--- src/common/sfcp_regs.svh ---
// sfcp_regs.svh: opcodes, status fields and protect limits
// assumes inclusion by the flash command front end only
// What this block does
// - latch set opcode sets write latch
// - latch cleared by reset, clear opcode, completions
// - asleep, only wake-up opcode is obeyed
// - status byte layout lock, level, latch, busy
// - busy high during program, wipe, status write
// - no latch, no status write, program, wipe
// - level bits guard program and wipe regions
// - large variant protect limits per level code
// - small variant protect limits per level code
// - level bits change only outside hardware lock
// - whole-array wipe only with level zero
// - lock bit plus low pin freezes status
// - lock and level bits reset to zero
// - bits move in msb first on rising edges
// - read data driven until chip select rises
// - write-type frames must end on byte boundary
// - partial program byte writes nothing, keeps latch
// - read and fast read decode with address
// - program and sector wipe opcodes take three addresses
// - status read repeats, status write one byte
// - identity reads return maker, device, unique
// - sample on rising, shift on falling edges
// - dual read puts even bits on lane0
// - status write keeps bits 6,5,1,0; 6,5 zero
`ifndef SFCP_REGS_SVH
`define SFCP_REGS_SVH
`define SFCP_OP_LATCH_SET 8'h06
`define SFCP_OP_LATCH_CLR 8'h04
`define SFCP_OP_STATUS_RD 8'h05
`define SFCP_OP_STATUS_WR 8'h01
`define SFCP_OP_READ      8'h03
`define SFCP_OP_FAST      8'h0b
`define SFCP_OP_DUAL      8'h3b
`define SFCP_OP_PROG      8'h02
`define SFCP_OP_WIPE4K    8'h20
`define SFCP_OP_WIPE32K   8'h52
`define SFCP_OP_WIPE64K   8'hd8
`define SFCP_OP_WIPEALL_A 8'hc7
`define SFCP_OP_WIPEALL_B 8'h60
`define SFCP_OP_SLEEP     8'hb9
`define SFCP_OP_RESUME    8'hab
`define SFCP_OP_MAKER     8'h90
`define SFCP_OP_IDENT     8'h9f
`define SFCP_OP_UNIQUE    8'h4b
`define SFCP_ST_LOCK      7
`define SFCP_ST_LVL_HI    4
`define SFCP_ST_LVL_LO    2
`define SFCP_ST_LATCH     1
`define SFCP_ST_BUSYB     0
`define SFCP_ST_RESET     8'h00
`define SFCP_L_1M_1       24'h01dfff
`define SFCP_L_1M_2       24'h01bfff
`define SFCP_L_1M_3       24'h017fff
`define SFCP_L_1M_4       24'h00ffff
`define SFCP_L_1M_ALL     24'h01ffff
`define SFCP_L_512K_1     24'h00dfff
`define SFCP_L_512K_2     24'h00bfff
`define SFCP_L_512K_3     24'h007fff
`define SFCP_L_512K_ALL   24'h00ffff
`endif

--- src/common/sfcp_pkg.sv ---
// sfcp_pkg.sv: frame states and array cycle kinds
// assumes the constants header is compiled alongside
package sfcp_pkg;
  typedef enum logic [6:0] {
    SFCP_IDLE  = 7'b0000001,
    SFCP_OPC   = 7'b0000010,
    SFCP_ADDR  = 7'b0000100,
    SFCP_DUMMY = 7'b0001000,
    SFCP_DIN   = 7'b0010000,
    SFCP_DOUT  = 7'b0100000,
    SFCP_SKIP  = 7'b1000000
  } sfcp_state_e;
  typedef enum logic [2:0] {
    OPK_NONE = 3'h0, OPK_PROG = 3'h1, OPK_W4K = 3'h2, OPK_W32K = 3'h3,
    OPK_W64K = 3'h4, OPK_WALL = 3'h5, OPK_STATUS = 3'h6
  } sfcp_opk_e;
endpackage : sfcp_pkg

--- src/hw/sfcp_top.sv ---
// sfcp_top.sv: serial flash command front end, protection, page fifo
// assumes spi pins asynchronous to ref_clk; array controller on ref_clk
`timescale 1ns/100ps
`include "sfcp_regs.svh"

module sfcp_fifo #(
  parameter int WIDTH = 8,
  parameter int DEPTH = 32
) (
  input  wire logic             clk,
  input  wire logic             rst_n,
  input  wire logic             flush,
  input  wire logic             inValid,
  output logic                  inReady,
  input  wire logic [WIDTH-1:0] inData,
  output logic                  outValid,
  input  wire logic             outReady,
  output logic      [WIDTH-1:0] outData
);
  localparam int AW = $clog2(DEPTH);
  logic [WIDTH-1:0] mem [DEPTH];
  logic [AW:0]      wrPtr;
  logic [AW:0]      rdPtr;
  logic [AW:0]      next_wrPtr;
  logic [AW:0]      next_rdPtr;
  logic [AW:0]      fill;

  if (DEPTH < 2 || (1 << AW) != DEPTH) begin : g_bad_depth
    $error("fifo depth must be a power of two");
  end

  assign fill     = wrPtr - rdPtr;
  assign inReady  = fill != (AW+1)'(DEPTH);
  assign outValid = fill != '0;
  assign outData  = mem[rdPtr[AW-1:0]];

  always_comb begin
    next_wrPtr = wrPtr;
    next_rdPtr = rdPtr;
    if (flush) begin
      next_wrPtr = '0;
      next_rdPtr = '0;
    end else begin
      if (inValid && inReady) next_wrPtr = wrPtr + 1'b1;
      if (outValid && outReady) next_rdPtr = rdPtr + 1'b1;
    end
  end

  always_ff @(posedge clk) begin
    if (!rst_n) begin
      wrPtr <= '0;
      rdPtr <= '0;
    end else begin
      wrPtr <= next_wrPtr;
      rdPtr <= next_rdPtr;
    end
    if (inValid && inReady && !flush) mem[wrPtr[AW-1:0]] <= inData;
  end
endmodule : sfcp_fifo

module sfcp_top #(
  parameter bit           DENSITY_1M = 1'b1,
  parameter int           FIFO_DEPTH = 32,
  parameter logic [7:0]   MAKER_ID   = 8'h5a,    // arbitrary value
  parameter logic [15:0]  DEV_ID     = 16'h1234, // arbitrary value
  parameter logic [7:0]   SHORT_ID   = 8'h21,    // arbitrary value
  parameter logic [127:0] UNIQUE_ID  = 128'h0123456789abcdef0f1e2d3c4b5a6978
) (
  input  wire logic                ref_clk,
  input  wire logic                rst_n,
  input  wire logic                spiClk,
  input  wire logic                spiCsN,
  input  wire logic                wpN,
  input  wire logic                dual_lane0In,
  output logic                     dual_lane0Out,
  output logic                     dual_lane0Oe,
  output logic                     dual_lane1Out,
  output logic                     dual_lane1Oe,
  output logic [23:0]              arrayAddr,
  input  wire logic [7:0]          arrayRdData,
  output logic                     opStart,
  output sfcp_pkg::sfcp_opk_e      opKind,
  output logic                     progValid,
  input  wire logic                progReady,
  output logic [7:0]               progData,
  input  wire logic                cycleDone,
  output logic [7:0]               statusReg
);
  import sfcp_pkg::*;

  if (FIFO_DEPTH < 2) begin : g_bad_fifo
    $error("page fifo too shallow");
  end

  // ****************************************************
  // pin synchronisers
  // ****************************************************
  logic [2:0] csS;
  logic [2:0] ckS;
  logic [1:0] diS;
  logic [1:0] wpS;
  logic       ckRise;
  logic       ckFall;
  logic       csLow;
  logic       csRise;
  logic       hwLock;

  always_ff @(posedge ref_clk) begin
    if (!rst_n) begin
      csS <= 3'h7;
      ckS <= 3'h0;
      diS <= 2'h0;
      wpS <= 2'h3;
    end else begin
      csS <= {csS[1:0], spiCsN};
      ckS <= {ckS[1:0], spiClk};
      diS <= {diS[0], dual_lane0In};
      wpS <= {wpS[0], wpN};
    end
  end

  assign ckRise = ckS[1] & ~ckS[2];
  assign ckFall = ~ckS[1] & ckS[2];
  assign csLow  = ~csS[1];
  assign csRise = csS[1] & ~csS[2];

  // ****************************************************
  // frame state and status
  // ****************************************************
  sfcp_state_e state;
  sfcp_state_e next_state;
  sfcp_state_e curState;
  sfcp_opk_e   next_opKind;
  logic [7:0]  opcode,  next_opcode;
  logic [7:0]  shiftIn, next_shiftIn;
  logic [2:0]  bitPos,  next_bitPos;
  logic [1:0]  byteCnt, next_byteCnt;
  logic [1:0]  dataCnt, next_dataCnt;
  logic [3:0]  outCnt,  next_outCnt;
  logic [2:0]  outIdx,  next_outIdx;
  logic [7:0]  outByte, next_outByte;
  logic [7:0]  wrByte,  next_wrByte;
  logic [23:0] addr,    next_addr;
  logic [2:0]  level,   next_level;
  logic        status_lock_bit,     next_srp;
  logic        write_latch_flag,     next_wel;
  logic        busy,    next_busy;
  logic        sleeping, next_sleeping;
  logic        commit,  next_commit;
  logic        next_opStart;
  logic        next_lane0Out, next_lane1Out;
  logic        next_lane0Oe,  next_lane1Oe;
  logic [7:0]  byteIn;
  logic [7:0]  srcByte;
  logic [7:0]  curByte;
  logic [7:0]  statusNow;
  logic        lastBit;
  logic        push;
  logic        flush;
  logic        fifoInReady;
  logic        fifoOutValid;
  logic        frameEnd;
  logic        execPoint;

  function automatic logic prot_hit(input logic [2:0]  lv,
                                    input logic [23:0] a);
    logic [23:0] lim;
    lim = `SFCP_L_1M_ALL;
    if (DENSITY_1M) begin
      case (lv)
        3'b001:  lim = `SFCP_L_1M_1;
        3'b010:  lim = `SFCP_L_1M_2;
        3'b011:  lim = `SFCP_L_1M_3;
        3'b100:  lim = `SFCP_L_1M_4;
        default: lim = `SFCP_L_1M_ALL;
      endcase
    end else begin
      case (lv)
        3'b001:  lim = `SFCP_L_512K_1;
        3'b010:  lim = `SFCP_L_512K_2;
        3'b011:  lim = `SFCP_L_512K_3;
        default: lim = `SFCP_L_512K_ALL;
      endcase
    end
    prot_hit = (lv != 3'b000) && (a <= lim);
  endfunction : prot_hit

  function automatic sfcp_opk_e wipe_kind(input logic [7:0] op);
    case (op)
      `SFCP_OP_WIPE4K:  wipe_kind = OPK_W4K;
      `SFCP_OP_WIPE32K: wipe_kind = OPK_W32K;
      default:          wipe_kind = OPK_W64K;
    endcase
  endfunction : wipe_kind

  assign hwLock    = status_lock_bit & ~wpS[1];
  assign curState  = (state == SFCP_IDLE && csLow) ? SFCP_OPC : state;
  assign byteIn    = {shiftIn[6:0], diS[1]};
  assign frameEnd  = csRise && state != SFCP_IDLE;
  assign execPoint = frameEnd && state == SFCP_DIN && bitPos == 3'd0;
  assign statusReg = statusNow;
  assign arrayAddr = addr;

  always_comb begin
    statusNow = `SFCP_ST_RESET;
    statusNow[`SFCP_ST_LOCK] = status_lock_bit;
    statusNow[`SFCP_ST_LVL_HI:`SFCP_ST_LVL_LO] = level;
    statusNow[`SFCP_ST_LATCH] = write_latch_flag;
    statusNow[`SFCP_ST_BUSYB] = busy;
  end

  always_comb begin
    case (opcode)
      `SFCP_OP_STATUS_RD: srcByte = statusNow;
      `SFCP_OP_RESUME:    srcByte = SHORT_ID;
      `SFCP_OP_MAKER:     srcByte = outCnt[0] ? SHORT_ID : MAKER_ID;
      `SFCP_OP_IDENT: begin
        case (outCnt)
          4'd0:    srcByte = MAKER_ID;
          4'd1:    srcByte = DEV_ID[15:8];
          default: srcByte = DEV_ID[7:0];
        endcase
      end
      `SFCP_OP_UNIQUE:    srcByte = UNIQUE_ID[{~outCnt, 3'b000} +: 8];
      default:            srcByte = arrayRdData;
    endcase
  end

  always_comb begin
    next_state    = curState;
    next_opcode   = opcode;
    next_shiftIn  = shiftIn;
    next_bitPos   = bitPos;
    next_byteCnt  = byteCnt;
    next_dataCnt  = dataCnt;
    next_outCnt   = outCnt;
    next_outIdx   = outIdx;
    next_outByte  = outByte;
    next_wrByte   = wrByte;
    next_addr     = addr;
    next_level    = level;
    next_srp      = status_lock_bit;
    next_wel      = write_latch_flag;
    next_busy     = busy;
    next_sleeping = sleeping;
    next_commit   = commit;
    next_opStart  = 1'b0;
    next_opKind   = opKind;
    next_lane0Out = dual_lane0Out;
    next_lane1Out = dual_lane1Out;
    curByte       = outByte;
    lastBit       = 1'b0;
    push          = 1'b0;
    flush         = 1'b0;
    if (cycleDone && busy) begin
      next_busy   = 1'b0;
      next_wel    = 1'b0;
      next_commit = 1'b0;
    end
    if (frameEnd) begin
      next_state   = SFCP_IDLE;
      next_bitPos  = 3'd0;
      next_byteCnt = 2'd0;
      next_dataCnt = 2'd0;
      next_outCnt  = 4'd0;
      next_outIdx  = 3'd7;
      if (opcode == `SFCP_OP_RESUME &&
          (state == SFCP_DUMMY || state == SFCP_DOUT))
        next_sleeping = 1'b0;
      if (execPoint) begin
        case (opcode)
          `SFCP_OP_LATCH_SET: if (dataCnt == 2'd0) next_wel = 1'b1;
          `SFCP_OP_LATCH_CLR: if (dataCnt == 2'd0) next_wel = 1'b0;
          `SFCP_OP_SLEEP: if (dataCnt == 2'd0) next_sleeping = 1'b1;
          `SFCP_OP_STATUS_WR: begin
            if (dataCnt == 2'd1 && write_latch_flag && !hwLock) begin
              next_srp     = next_wrByte[`SFCP_ST_LOCK];
              next_level   = wrByte[`SFCP_ST_LVL_HI:`SFCP_ST_LVL_LO];
              next_busy    = 1'b1;
              next_opStart = 1'b1;
              next_opKind  = OPK_STATUS;
            end
          end
          `SFCP_OP_PROG: begin
            if (dataCnt != 2'd0 && write_latch_flag && !prot_hit(level, addr)) begin
              next_commit  = 1'b1;
              next_busy    = 1'b1;
              next_opStart = 1'b1;
              next_opKind  = OPK_PROG;
            end
          end
          `SFCP_OP_WIPE4K, `SFCP_OP_WIPE32K, `SFCP_OP_WIPE64K: begin
            if (dataCnt == 2'd0 && write_latch_flag && !prot_hit(level, addr)) begin
              next_busy    = 1'b1;
              next_opStart = 1'b1;
              next_opKind  = wipe_kind(opcode);
            end
          end
          `SFCP_OP_WIPEALL_A, `SFCP_OP_WIPEALL_B: begin
            if (dataCnt == 2'd0 && write_latch_flag && level == 3'b000) begin
              next_busy    = 1'b1;
              next_opStart = 1'b1;
              next_opKind  = OPK_WALL;
            end
          end
          default: ;
        endcase
      end
      if (opcode == `SFCP_OP_PROG && !next_commit) flush = 1'b1;
    end else if (ckRise && csLow) begin
      next_shiftIn = byteIn;
      next_bitPos  = bitPos + 3'd1;
      if (bitPos == 3'd7) begin
        case (curState)
          SFCP_OPC: begin
            next_opcode = byteIn;
            next_state  = SFCP_SKIP;
            if (sleeping) begin
              if (byteIn == `SFCP_OP_RESUME) next_state = SFCP_DUMMY;
            end else if (!busy || byteIn == `SFCP_OP_STATUS_RD) begin
              case (byteIn)
                `SFCP_OP_STATUS_RD, `SFCP_OP_IDENT: next_state = SFCP_DOUT;
                `SFCP_OP_READ, `SFCP_OP_FAST, `SFCP_OP_DUAL, `SFCP_OP_PROG,
                `SFCP_OP_WIPE4K, `SFCP_OP_WIPE32K, `SFCP_OP_WIPE64K,
                `SFCP_OP_MAKER, `SFCP_OP_UNIQUE: next_state = SFCP_ADDR;
                `SFCP_OP_STATUS_WR, `SFCP_OP_LATCH_SET, `SFCP_OP_LATCH_CLR,
                `SFCP_OP_SLEEP, `SFCP_OP_WIPEALL_A,
                `SFCP_OP_WIPEALL_B: next_state = SFCP_DIN;
                `SFCP_OP_RESUME: next_state = SFCP_DUMMY;
                default: next_state = SFCP_SKIP;
              endcase
            end
          end
          SFCP_ADDR: begin
            next_addr    = {addr[15:0], byteIn};
            next_byteCnt = byteCnt + 2'd1;
            if (byteCnt == 2'd2) begin
              next_byteCnt = 2'd0;
              case (opcode)
                `SFCP_OP_READ, `SFCP_OP_MAKER: next_state = SFCP_DOUT;
                `SFCP_OP_FAST, `SFCP_OP_DUAL,
                `SFCP_OP_UNIQUE: next_state = SFCP_DUMMY;
                default: next_state = SFCP_DIN;
              endcase
            end
          end
          SFCP_DUMMY: begin
            next_byteCnt = byteCnt + 2'd1;
            if (opcode != `SFCP_OP_RESUME || byteCnt == 2'd2) begin
              next_byteCnt = 2'd0;
              next_state   = SFCP_DOUT;
            end
          end
          SFCP_DIN: begin
            if (dataCnt != 2'd3) next_dataCnt = dataCnt + 2'd1;
            if (dataCnt == 2'd0) next_wrByte = byteIn;
            push = (opcode == `SFCP_OP_PROG);
          end
          default: ;
        endcase
      end
    end else if (ckFall && state == SFCP_DOUT) begin
      curByte       = (outIdx == 3'd7) ? srcByte : outByte;
      next_outByte  = curByte;
      next_lane1Out = curByte[outIdx];
      if (opcode == `SFCP_OP_DUAL) begin
        next_lane0Out = curByte[outIdx - 3'd1];
        lastBit       = (outIdx == 3'd1);
        next_outIdx   = outIdx - 3'd2;
      end else begin
        lastBit       = (outIdx == 3'd0);
        next_outIdx   = outIdx - 3'd1;
      end
      if (lastBit) begin
        next_outIdx = 3'd7;
        next_addr   = addr + 24'd1;
        if (opcode == `SFCP_OP_IDENT && outCnt == 4'd2) next_outCnt = 4'd0;
        else next_outCnt = outCnt + 4'd1;
      end
    end
    next_lane1Oe = (next_state == SFCP_DOUT);
    next_lane0Oe = next_lane1Oe && next_opcode == `SFCP_OP_DUAL;
  end

  always_ff @(posedge ref_clk) begin
    if (!rst_n) begin
      state         <= SFCP_IDLE;
      opcode        <= 8'h00;
      shiftIn       <= 8'h00;
      bitPos        <= 3'h0;
      byteCnt       <= 2'h0;
      dataCnt       <= 2'h0;
      outCnt        <= 4'h0;
      outIdx        <= 3'h7;
      outByte       <= 8'h00;
      wrByte        <= 8'h00;
      addr          <= 24'h000000;
      level         <= 3'h0;
      status_lock_bit           <= 1'b0;
      write_latch_flag           <= 1'b0;
      busy          <= 1'b0;
      sleeping      <= 1'b0;
      commit        <= 1'b0;
      opStart       <= 1'b0;
      opKind        <= OPK_NONE;
      dual_lane0Out <= 1'b0;
      dual_lane1Out <= 1'b0;
      dual_lane0Oe  <= 1'b0;
      dual_lane1Oe  <= 1'b0;
    end else begin
      state         <= next_state;
      opcode        <= next_opcode;
      shiftIn       <= next_shiftIn;
      bitPos        <= next_bitPos;
      byteCnt       <= next_byteCnt;
      dataCnt       <= next_dataCnt;
      outCnt        <= next_outCnt;
      outIdx        <= next_outIdx;
      outByte       <= next_outByte;
      wrByte        <= next_wrByte;
      addr          <= next_addr;
      level         <= next_level;
      status_lock_bit           <= next_srp;
      write_latch_flag           <= next_wel;
      busy          <= next_busy;
      sleeping      <= next_sleeping;
      commit        <= next_commit;
      opStart       <= next_opStart;
      opKind        <= next_opKind;
      dual_lane0Out <= next_lane0Out;
      dual_lane1Out <= next_lane1Out;
      dual_lane0Oe  <= next_lane0Oe;
      dual_lane1Oe  <= next_lane1Oe;
    end
  end

  // ****************************************************
  // page data buffer
  // ****************************************************
  sfcp_fifo #(.WIDTH(8), .DEPTH(FIFO_DEPTH)) u_page_fifo (
    .clk      (ref_clk),
    .rst_n    (rst_n),
    .flush    (flush),
    .inValid  (push),
    .inReady  (fifoInReady),
    .inData   (byteIn),
    .outValid (fifoOutValid),
    .outReady (progReady && commit),
    .outData  (progData)
  );
  assign progValid = fifoOutValid && commit;
endmodule : sfcp_top

--- config.mk ---
export PLATFORM = sky130hd
export DESIGN_NAME = sfcp_top
export DESIGN_NICKNAME = d
export VERILOG_FILES = /design/src/common/sfcp_pkg.sv /design/src/hw/sfcp_top.sv
export VERILOG_INCLUDE_DIRS = /design/src /design/src/common
export SDC_FILE = /design/constraint.sdc
export NUM_CORES = 1
export LEC_CHECK = 0
export BUFFER_PORTS_ARGS = -buffer_cell sky130_fd_sc_hd__buf_2
export CORE_UTILIZATION = 50
export DETAILED_ROUTE_END_ITERATION = 16
export GPL_TIMING_DRIVEN = 0
export HOLD_SLACK_MARGIN = 0.15
export PLACE_DENSITY_LB_ADDON = 0.3
export SETUP_SLACK_MARGIN = 0.02
export SLEW_MARGIN = 20
export SYNTH_ARGS = -nofsm -noshare
export SYNTH_HDL_FRONTEND = slang
export SYNTH_SLANG_ARGS = --single-unit
--- constraint.sdc ---
create_clock -name ref_clk -period 8 [get_ports ref_clk]
set_input_delay 0.4 -clock ref_clk [delete_from_list [all_inputs] [get_ports ref_clk]]
set_output_delay 0.4 -clock ref_clk [all_outputs]
set_load 0.02 [all_outputs]
* Word-level counts from Yosys, hierarchy flattened
Memory sizes are Yosys's and may differ from the RTL's. A register that Yosys moved wholly into a read port is not among the register bits. Cells that the tools add are included.
Operators by class: reduce and logical (&&, ||, !) cells 67, multiplexer cells 91, div/mod/pow operators 0, eq/ne operators 67, add/subtract/negate cells 10, magnitude comparators 4, multipliers 0, shift-type cells 1, bitwise operators 13
Operator list (number):
- 24-bit 2-to-1 mux | 11
- 128-bit by 8-bit variable part select with 8-bit output, first input constant | 1
- 8-bit == test, second input constant | 12
- 7-bit 2-to-1 mux | 10
- 17-bit case mux with 4 select lines | 1
- 8-bit by 3-bit == test with 1-bit output, second input constant | 6
- 8-bit by 7-bit == test with 1-bit output, second input constant | 6
- 24-bit less-or-equal comparator | 2
- 8-bit by 6-bit == test with 1-bit output, second input constant | 5
- 1-bit 2-to-1 mux | 40
- 8-bit 2-to-1 mux | 5
- 8-bit case mux with 5 select lines | 1
- 8-bit by 2-bit == test with 1-bit output, second input constant | 4
- 7-bit case mux with 4 select lines | 1
- 1-bit logical AND | 25
- 24-bit by 1-bit adder with 24-bit output, second input constant | 1
- 7-bit case mux with 3 select lines | 1
- 3-bit 2-to-1 mux | 6
- 8-bit by 1-bit == test with 1-bit output, second input constant | 2
- 8-bit by 4-bit == test with 1-bit output, second input constant | 2
- 7-bit by 4-bit == test with 1-bit output, second input constant | 2
- 7-bit by 5-bit == test with 1-bit output, second input constant | 2
- 7-bit by 6-bit == test with 1-bit output, second input constant | 2
- 7-bit case mux with 2 select lines | 1
- 54 further kinds | 104
Storage, ports and cells: output and inout port bits 49, word-level logic and storage cells 283, bits in read-only memories 0, bits in writable memories 256, memories 1, flip-flop bits (word level) 114, input bits 16, bits in latches 0
Memories:
- u_page_fifo.mem | words 32, width 8, rd ports 1, clocked after memory_dff 1, write ports 1, line sfcp_top.sv:21 | logic [WIDTH-1:0] mem [DEPTH];

* Depth between registers and ports, before layout
Gate-level depths: netlist (run 1).
word-level depth 23, mapped depth 11, gate-level depth less buffers 9

* Hierarchy
A second synthesis (run 1) with hierarchy kept.
Unflattened totals: cell total of the unflattened synthesis 1359, area, all modules 17260.3 um^2
By module, submodules not included:
- sfcp_fifo | sequential area each 8027.7 um^2, cells each 538, instances 1, area an instance 10978.0 um^2
- sfcp_top | sequential area each 1961.9 um^2, cells each 821, instances 1, area an instance 6282.3 um^2

* Least setup slack after synthesis (run 1)
Ideal clock, no wire load.
path kind flip-flop to flip-flop, start register u_page_fifo.rdPtr[1], end memory u_page_fifo.mem[10][0], enable pin, arrival 2.371 ns, setup time 0.370 ns, slack 5.259 ns, cell stages (with the launch flop) 10, data required time 7.630 ns, clock period less this slack 2.741 ns, buffers on the path 0, cell sequence dfxtp_1 inv_1 ha_1 nor2b_1 o21a_1 o211a_1 o2111ai_2 o31a_1 nand2_1 nor2_1
Between the ends: cells in the longest elaborated chain, start to end 6
RTL lines:
- from (decl) | line sfcp_top.sv:23 | logic [AW:0] rdPtr;
- from (signal assigned) | line sfcp_top.sv:55 | rdPtr <= next_rdPtr;
- 6-bit subtractor | line sfcp_top.sv:32 | assign fill = wrPtr - rdPtr;
- 6-bit != test | line sfcp_top.sv:33 | assign inReady = fill != (AW+1)'(DEPTH);
- 1-bit logical AND (2 in a row) | line sfcp_top.sv:57 | if (inValid && inReady && !flush) mem[wrPtr[AW-1:0]] <= inData;
- 1-bit 2-to-1 mux | line sfcp_top.sv:57
- 1-bit 2-to-1 mux (implied by the code) | line sfcp_top.sv:57
- to (decl) | line sfcp_top.sv:21
No other way between the ends.

==> results by group, run 1 <==
Run status
  • Status: completed

Synthesis
  • Avg Cell Area, Syn: 13.0 um2
  • Post-synth EDFFs: 256
  • Top-count cell post-synth: edfxtp_1
  • Synth top cells by count: 256 x edfxtp_1, 115 x dfxtp_1, 107 x nor2_1, 82 x nand2_1, 80 x mux4_2
  • Ys flop type: edfxtp_1
  • Post-synth ARST share: 0%
  • Netlist cell types: 95
  • Post-synthesis register bit count: 371
  • Synth Instances: 1,330
  • Area share of the largest cell type after synthesis: 44.6%
  • Synthesized cell area: 17,300 um2
  • Synth area leader: edfxtp_1
  • Synth area leaders: edfxtp_1 45%, dfxtp_1 13%, mux4_2 10%, nor2_1 2.3%, ha_1 2.3%
  • Synthesis warning total: 0
  • Register area share after synthesis: 57.9%

Detailed routing
  • First-pass iteration count of the detailed router: 5
  • Vias per inst: 6.13
  • 1st-iter DRT viols: between 1,000 and 1,500
  • Avg WL per Cell: 22.1 um
  • Vias: between 10,000 and 15,000
  • Antenna viol nets, final: 0
  • WL final: 42,400 um
  • Drc violations: 0

Power and ir drop
  • Leakage: 6.78 nW
  • VDD IR max: 0.155 mV
  • Internal: between 0.003 and 0.004 W
  • Sequential share of power: 51.1%
  • Sw Ratio: 19.8%
  • Overall Power: about 0.0040 W
  • Gate power share: approximately 1.1%
  • Net switching power of the design: 0.000787 W
  • Clock Power Share: 47.8%
  • Pwr/cell area: 204 nW/um2

Critical path
  • Critical path fanouts, max: 10
  • Slowest CP cell: mux4_2
  • Crit path launch type: register
  • Register-to-register path setup slack: 4.37 ns
  • Critical Path End Type: output port
  • Worst EP arrival: 3.54 ns
  • Crit path largest cell delay: around 0.60 ns
  • CP Class: register to output port
  • Required time of the worst setup path: between 7 and 8 ns
  • Worst-path cell chain: clkbuf_1 -> buf_2 -> mux4_2 -> mux4_2 -> mux2_2 -> buf_2

Floorplan
  • Initial core utilization: 51.2%
  • Full die area: 35,300 um2
  • Core box area: 33,700 um2
  • Die Y: 188 um
  • DIE WIDTH: 188 um
  • Ports: 65
  • Site Rows: 67

STA
  • Clk_skew: 0.0244 ns
  • Final Critical Period: 3.94 ns
  • Total negative slack: 0 ns
  • RSZ-0062 raised after global routing: no
  • Fmax: between 0.2 and 0.3 GHz
  • Worst Max-Slew Pin Slew: 1.13 ns
  • Final hold vios: 0
  • Post-route fraction of the period consumed by the critical path: 49.2%
  • Max Slew Vio Count: 0
  • Final setup fails: 0
  • Slew headroom: between 20% and 30%

Placement
  • Routability Congestion: roughly 0.9
  • Port Buffers: 62
  • Post-DP HPWL: 28,400 um

Final layout
  • Synthesis-to-layout area growth: 13.2%
  • Antenna diode count: 0
  • Layout cells sized above 1: around a fifth
  • Fin nets: 1,487
  • Final core utilization: a little under 60%

Clock network
  • Reg clk slew, reported paths: 0.06 ns
  • CTS max path bufs: 3
  • Post-CTS setup buffers: 0
  • Skew-Pair Late Insertion Delay: 0.54 ns
  • CTS sink count: between 300 and 400
  • Root Buffer: clkbuf_16
  • CTS H-tree depth: 2
  • TritonCTS Buffers: 40
  • TritonCTS clock tree: done

Global routing
  • Initial antenna violation count: 0
  • GRT Total Usage: a little under a quarter
  • Grt total ovfl: 0
  • Vias in the first global route: 11,254
  • First-pass GRT wire length: 65,100 um
  • Largest net degree at the start of global routing: 38

Hold path
  • Min-delay worst type: input pin to register

Run
  • Total of max-cap violations: 0
-- critical path, delay by kind of cell, from the launching register on --
kind | cells | cell delay (ns)
multiplexers | 3 | 1.44
buffers and inverters | 3 | 1.25
flip-flops | 1 | 0.31
-- metrics by stage --
stage,setup slack (ns),cell area [um2],hold WS (ns),cells
finish,4.06,19500,0.214,1919
floorplan,5.26,17300,0.386,1331
detailed placement,4.40,18100,0.399,1841
global placement,4.45,18100,0.391,1841
CTS,3.97,19500,0.196,1919
global route,3.91,19500,0.225,1919
-- final cells by class --
type	count	area [um2]
Clock inverter	18	230
Tap cell	448	561
Timing Repair Buffer	66	350
Fill cell	2713	14200
Inverter	36	135
Sequential cell	371	10000
Multi-Input combinational cell	843	6750
Buffer	81	390
Clock buffer	56	1120
-- worst paths after layout --
kind / from / depth (start not counted) / endpoint
setup / recovery: register / 6 / progData[7]
hold / removal: cycleDone / 3 / busy
setup reg to reg: opcode[5] / 6 / u_page_fifo.mem[12][5]
hold reg to reg: wpS[0] / 1 / wpS[1]
-- registers in the layout (all words and copies together) (netlist names), 4 cells and up, named ones only --
name and count:
u_page_fifo.mem 256, arrayAddr 24, opcode 8, outByte 8, shiftIn 7, state 7, u_page_fifo.rdPtr 6, u_page_fifo.wrPtr 6
outCnt 4, wrByte 4
-- routing by layer --
layer  GRT usage [%]  part of all wire [%]  vias to the layer above
met5               0                     0                        -
met4            7.10                   2.6                        0
met3            3.52                   7.5                       82
met2            40.4                    49                      532
met1            32.1                    41                     5804
li1                -                     -                     5342
-- logic make-up (layout without fill, tap and decap cells) --
family / after synthesis / count (layout) / synth area share, %
AO/OA/AOI/OAI: 261 / 261 / 10.5
XOR/XNOR: 12 / 12 / 0.609
adder cells (fa/ha/maj): 32 / 32 / 2.32
buffers and inverters: 117 / 257 / 3.05
flip-flops: 371 / 371 / 57.9
multiplexers: 106 / 106 / 12.0
other: 1 / 2 / 0.0217
AND/OR/NAND/NOR: 430 / 430 / 13.5
-- cells in the final DEF (no fill, tap or decap), types with 9 or more instances in the layout --
cell | netlist | final
nor2b_1 | 42 | 42
dfxtp_1 | 115 | 108
o21ai_1 | 17 | 17
nand3b_1 | 9 | 9
and3_1 | 9 | 9
mux2i_1 | 18 | 18
a211oi_1 | 9 | 9
and2_1 | 20 | 20
ha_1 | 32 | 32
mux4_2 | 80 | 80
o21ai_0 | 48 | 48
clkbuf_16 | 0 | 41
edfxtp_1 | 256 | 256
nand2b_1 | 14 | 14
a21boi_0 | 12 | 12
clkbuf_1 | 48 | 59
nor2_1 | 107 | 107
or4_1 | 9 | 9
inv_1 | 35 | 35
or3_1 | 10 | 10
nor3_1 | 24 | 24
nand4_1 | 21 | 21
buf_2 | 15 | 77
nor3b_1 | 13 | 13
o31ai_1 | 13 | 13
nand3_1 | 24 | 24
a21oi_1 | 56 | 56
nand2_1 | 82 | 82
-- repair_timing --
action	CTS	global route
setup endpoints to repair	0	0
endpoints found under the hold margin	4	0
gates resized for setup	0	0
hold buffers	4	0
-- power by group through the flow --
stage,Combinational [W],Sequential (W),Clock (W)
after floorplan,0.0000249,0.00207,0
after global placement,0.0000407,0.00207,0
final,0.0000433,0.00203,0.00190
after global routing,0.0000465,0.00203,0.00200
after CTS,0.0000429,0.00203,0.00193
after detailed placement,0.0000411,0.00208,0
No activity file was read; power rests on OpenSTA's default activity.
==> inputs of run 2 (changes only) <==
==> constraint.sdc (replaced) <==
create_clock -name ref_clk -period 3.69 [get_ports ref_clk]
set_input_delay 0.1845 -clock ref_clk [delete_from_list [all_inputs] [get_ports ref_clk]]
set_output_delay 0.1845 -clock ref_clk [all_outputs]
set_load 0.02 [all_outputs]
==> run 2 against run 1 <==
Against the previous run: largest cell class unchanged; power grew 120%; critical endpoint is now u_page_fifo.mem[2][4]; count of clock-buffer cells in the layout stayed put; setup slack worse by 4.0 ns; first-iteration DRC count barely moved.
==> results by group, run 2 (same netlist as run 1, synthesis figures left out) <==
Global routing
  • Initial antenna violation count: 0 (unchanged)
  • Vias in the first global route: 11,287 (was 11,254)
  • Largest net degree at the start of global routing: 38 (unchanged)
  • GRT Total Usage: 24.0% (about the same)
  • Grt total ovfl: 0 (unchanged)
  • First-pass GRT wire length: 65,200 um (was 65,100 um)

Clock network
  • Reg clk slew, reported paths: 0.06 ns (about the same)
  • TritonCTS Buffers: 40 (unchanged)
  • CTS H-tree depth: 2 (unchanged)
  • Post-CTS setup buffers: 0 (unchanged)
  • CTS max path bufs: 3 (unchanged)
  • CTS sink count: 371 (unchanged)
  • Skew-Pair Late Insertion Delay: 0.54 ns (about the same)
  • Root Buffer: clkbuf_16 (unchanged)
  • TritonCTS clock tree: done (unchanged)

Floorplan
  • Ports: 65 (unchanged)
  • Initial core utilization: 51.2% (unchanged)
  • Full die area: 35,300 um2 (unchanged)
  • Site Rows: 67 (unchanged)
  • DIE WIDTH: 188 um (unchanged)
  • Core box area: 33,700 um2 (unchanged)
  • Die Y: 188 um (unchanged)

Detailed routing
  • Vias per inst: 6.13 (about the same)
  • WL final: 42,400 um (about the same)
  • Avg WL per Cell: 22.0 um (was 22.1 um)
  • Vias: 11,819 (was 11,760)
  • First-pass iteration count of the detailed router: 5 (unchanged)
  • 1st-iter DRT viols: 1,096 (was 1,097)
  • Drc violations: 0 (unchanged)
  • Antenna viol nets, final: 0 (unchanged)

Power and ir drop
  • Clock Power Share: 47.8% (about the same)
  • Sequential share of power: 51.0% (was 51.1%)
  • Pwr/cell area: 439 nW/um2 (was 204 nW/um2)
  • Leakage: 6.83 nW (was 6.78 nW)
  • Overall Power: 0.00864 W (was 0.00398 W)
  • VDD IR max: 0.339 mV (was 0.155 mV)
  • Gate power share: 1.2% (was 1.1%)
  • Sw Ratio: 19.8% (about the same)
  • Internal: 0.00693 W (was 0.00319 W)
  • Net switching power of the design: 0.00171 W (was 0.000787 W)

Critical path
  • CP dominant cell by count: nor2_1
  • Worst-path cell chain: nor4_2 -> nand4b_2 -> nor2_1 -> o31a_1 -> nand2_1 -> nor2_1 (was clkbuf_1 -> buf_2 -> mux4_2 -> mux4_2 -> mux2_2 -> buf_2)
  • Required time of the worst setup path: 3.85 ns (was 7.60 ns)
  • Worst EP arrival: 3.77 ns (was 3.54 ns)
  • Critical path fanouts, max: 8 (was 10)
  • Crit path largest cell delay: 0.78 ns (was 0.60 ns)
  • CP Class: register to register (was register to output port)
  • Slowest CP cell: nor2_1 (was mux4_2)
  • Crit path launch type: register (unchanged)
  • Critical Path End Type: register (was output port)

Placement
  • Dpl cell area: 18,100 um2 (unchanged)
  • Port Buffers: 62 (unchanged)
  • Number of cells in the design after placement: 1,841 (unchanged)
  • Routability Congestion: 0.897 (unchanged)
  • Post-DP HPWL: 28,400 um (unchanged)

Final layout
  • Antenna diode count: 0 (unchanged)
  • Final cell count without fillers: 1,928 (was 1,919)
  • Synthesis-to-layout area growth: 14.0% (was 13.2%)
  • Max FFs per register: 256 (unchanged)
  • Most common cell after layout, fill and taps aside: edfxtp_1 (unchanged)
  • Fin nets: 1,496 (was 1,487)
  • Number of fill cells: 2,702 (was 2,713)
  • Register area: 10000 um2 (unchanged)
  • Post-layout instance area: 19,700 um2 (was 19,500 um2)
  • Layout cells sized above 1: 20.1% (was 19.2%)
  • Multi-input gate area: 6780 um2 (was 6750 um2)
  • Most frequent cells in the layout: 256 x edfxtp_1, 108 x dfxtp_1, 95 x nor2_1 (was 256 x edfxtp_1, 108 x dfxtp_1, 107 x nor2_1)

STA
  • RSZ-0062 raised after global routing: yes (was no)
  • Final hold vios: 0 (unchanged)
  • Final Critical Period: 3.61 ns
  • Post-route fraction of the period consumed by the critical path: 97.8%
  • Fmax: 0.277 GHz
  • Worst Max-Slew Pin Slew: 1.14 ns (was 1.13 ns)
  • Final setup fails: 0 (unchanged)
  • Total negative slack: 0 ns (unchanged)
  • Clk_skew: 0.0267 ns (was 0.0244 ns)
  • Slew headroom: 23.8% (was 24.1%)
  • Max Slew Vio Count: 0 (unchanged)

Run
  • Total of max-cap violations: 0 (unchanged)

Run status
  • Status: completed (unchanged)

Hold path
  • Min-delay worst type: input pin to register (unchanged)
[run 2: cell count changes in the layout (fill, tap and decap cells not counted), sizes merged]
| cell | previous run | this run |
|---|---|---|
| dlygate4sd3 | 4 | 14 |
| clkbuf | 104 | 103 |
[run 2: cell type report]
class,count,area share (%)
tap,448,2.85
inverter,36,0.687
sequential,371,50.8
buffer,80,1.98
clock inverter,18,1.17
multi-input combinational,843,34.5
timing repair buffer,76,2.29
clock buffer,56,5.71
[run 2: per-layer routing]
metal | GRT usage, % | wire length, um
met4 | 7.10 | 1190
met2 | 40.6 | 20700
met3 | 3.52 | 3130
met5 | 0 | 0
met1 | 32.1 | 17400
[run 2: worst paths after layout]
kind / start / to / cells past startpoint / slack [ns]
hold reg to reg: wpS[0] / wpS[1] / 1 / 0.41
setup / recovery: opcode[5] / u_page_fifo.mem[2][4] / 6 / 0.08
hold / removal: arrayRdData[6] / outByte[6] / 4 / 0.22
setup reg to reg: opcode[5] / u_page_fifo.mem[2][4] / 6 / 0.08
[run 2: stage by stage]
step	hold slack, ns	util [%]	setup slack, ns
floorplan	0.286	-	0.949
global placement	0.365	53.8	0.143
detailed placement	0.369	53.8	0.0857
CTS	0.197	58.2	0.0304
global route	0.231	58.4	-0.114
finish	0.222	58.4	0.0800
[run 2: what timing repair did]
item                                   CTS  global route
endpoints found under the hold margin   21             0
hold buffers                            14             0
cloned                                   0             0
setup endpoints to repair                8           178
gates resized for setup                  2            15
[run 2: power groups by stage]
| stage | combinational (W) | sequential [W] | clock [W] |
|---|---|---|---|
| after global placement | 0.0000882 | 0.00450 | 0 |
| after detailed placement | 0.0000891 | 0.00450 | 0 |
| after floorplan | 0.0000541 | 0.00449 | 0 |
| after global routing | 0.000109 | 0.00441 | 0.00434 |
| final | 0.000101 | 0.00441 | 0.00413 |
| after CTS | 0.000100 | 0.00441 | 0.00418 |
[run 2: worst max-delay path: cells and delay by family (launching register included)]
family,cells,cell delay (ns)
flip-flops,1,0.36
AO/OA/AOI/OAI,1,0.32
AND/OR/NAND/NOR,5,2.57
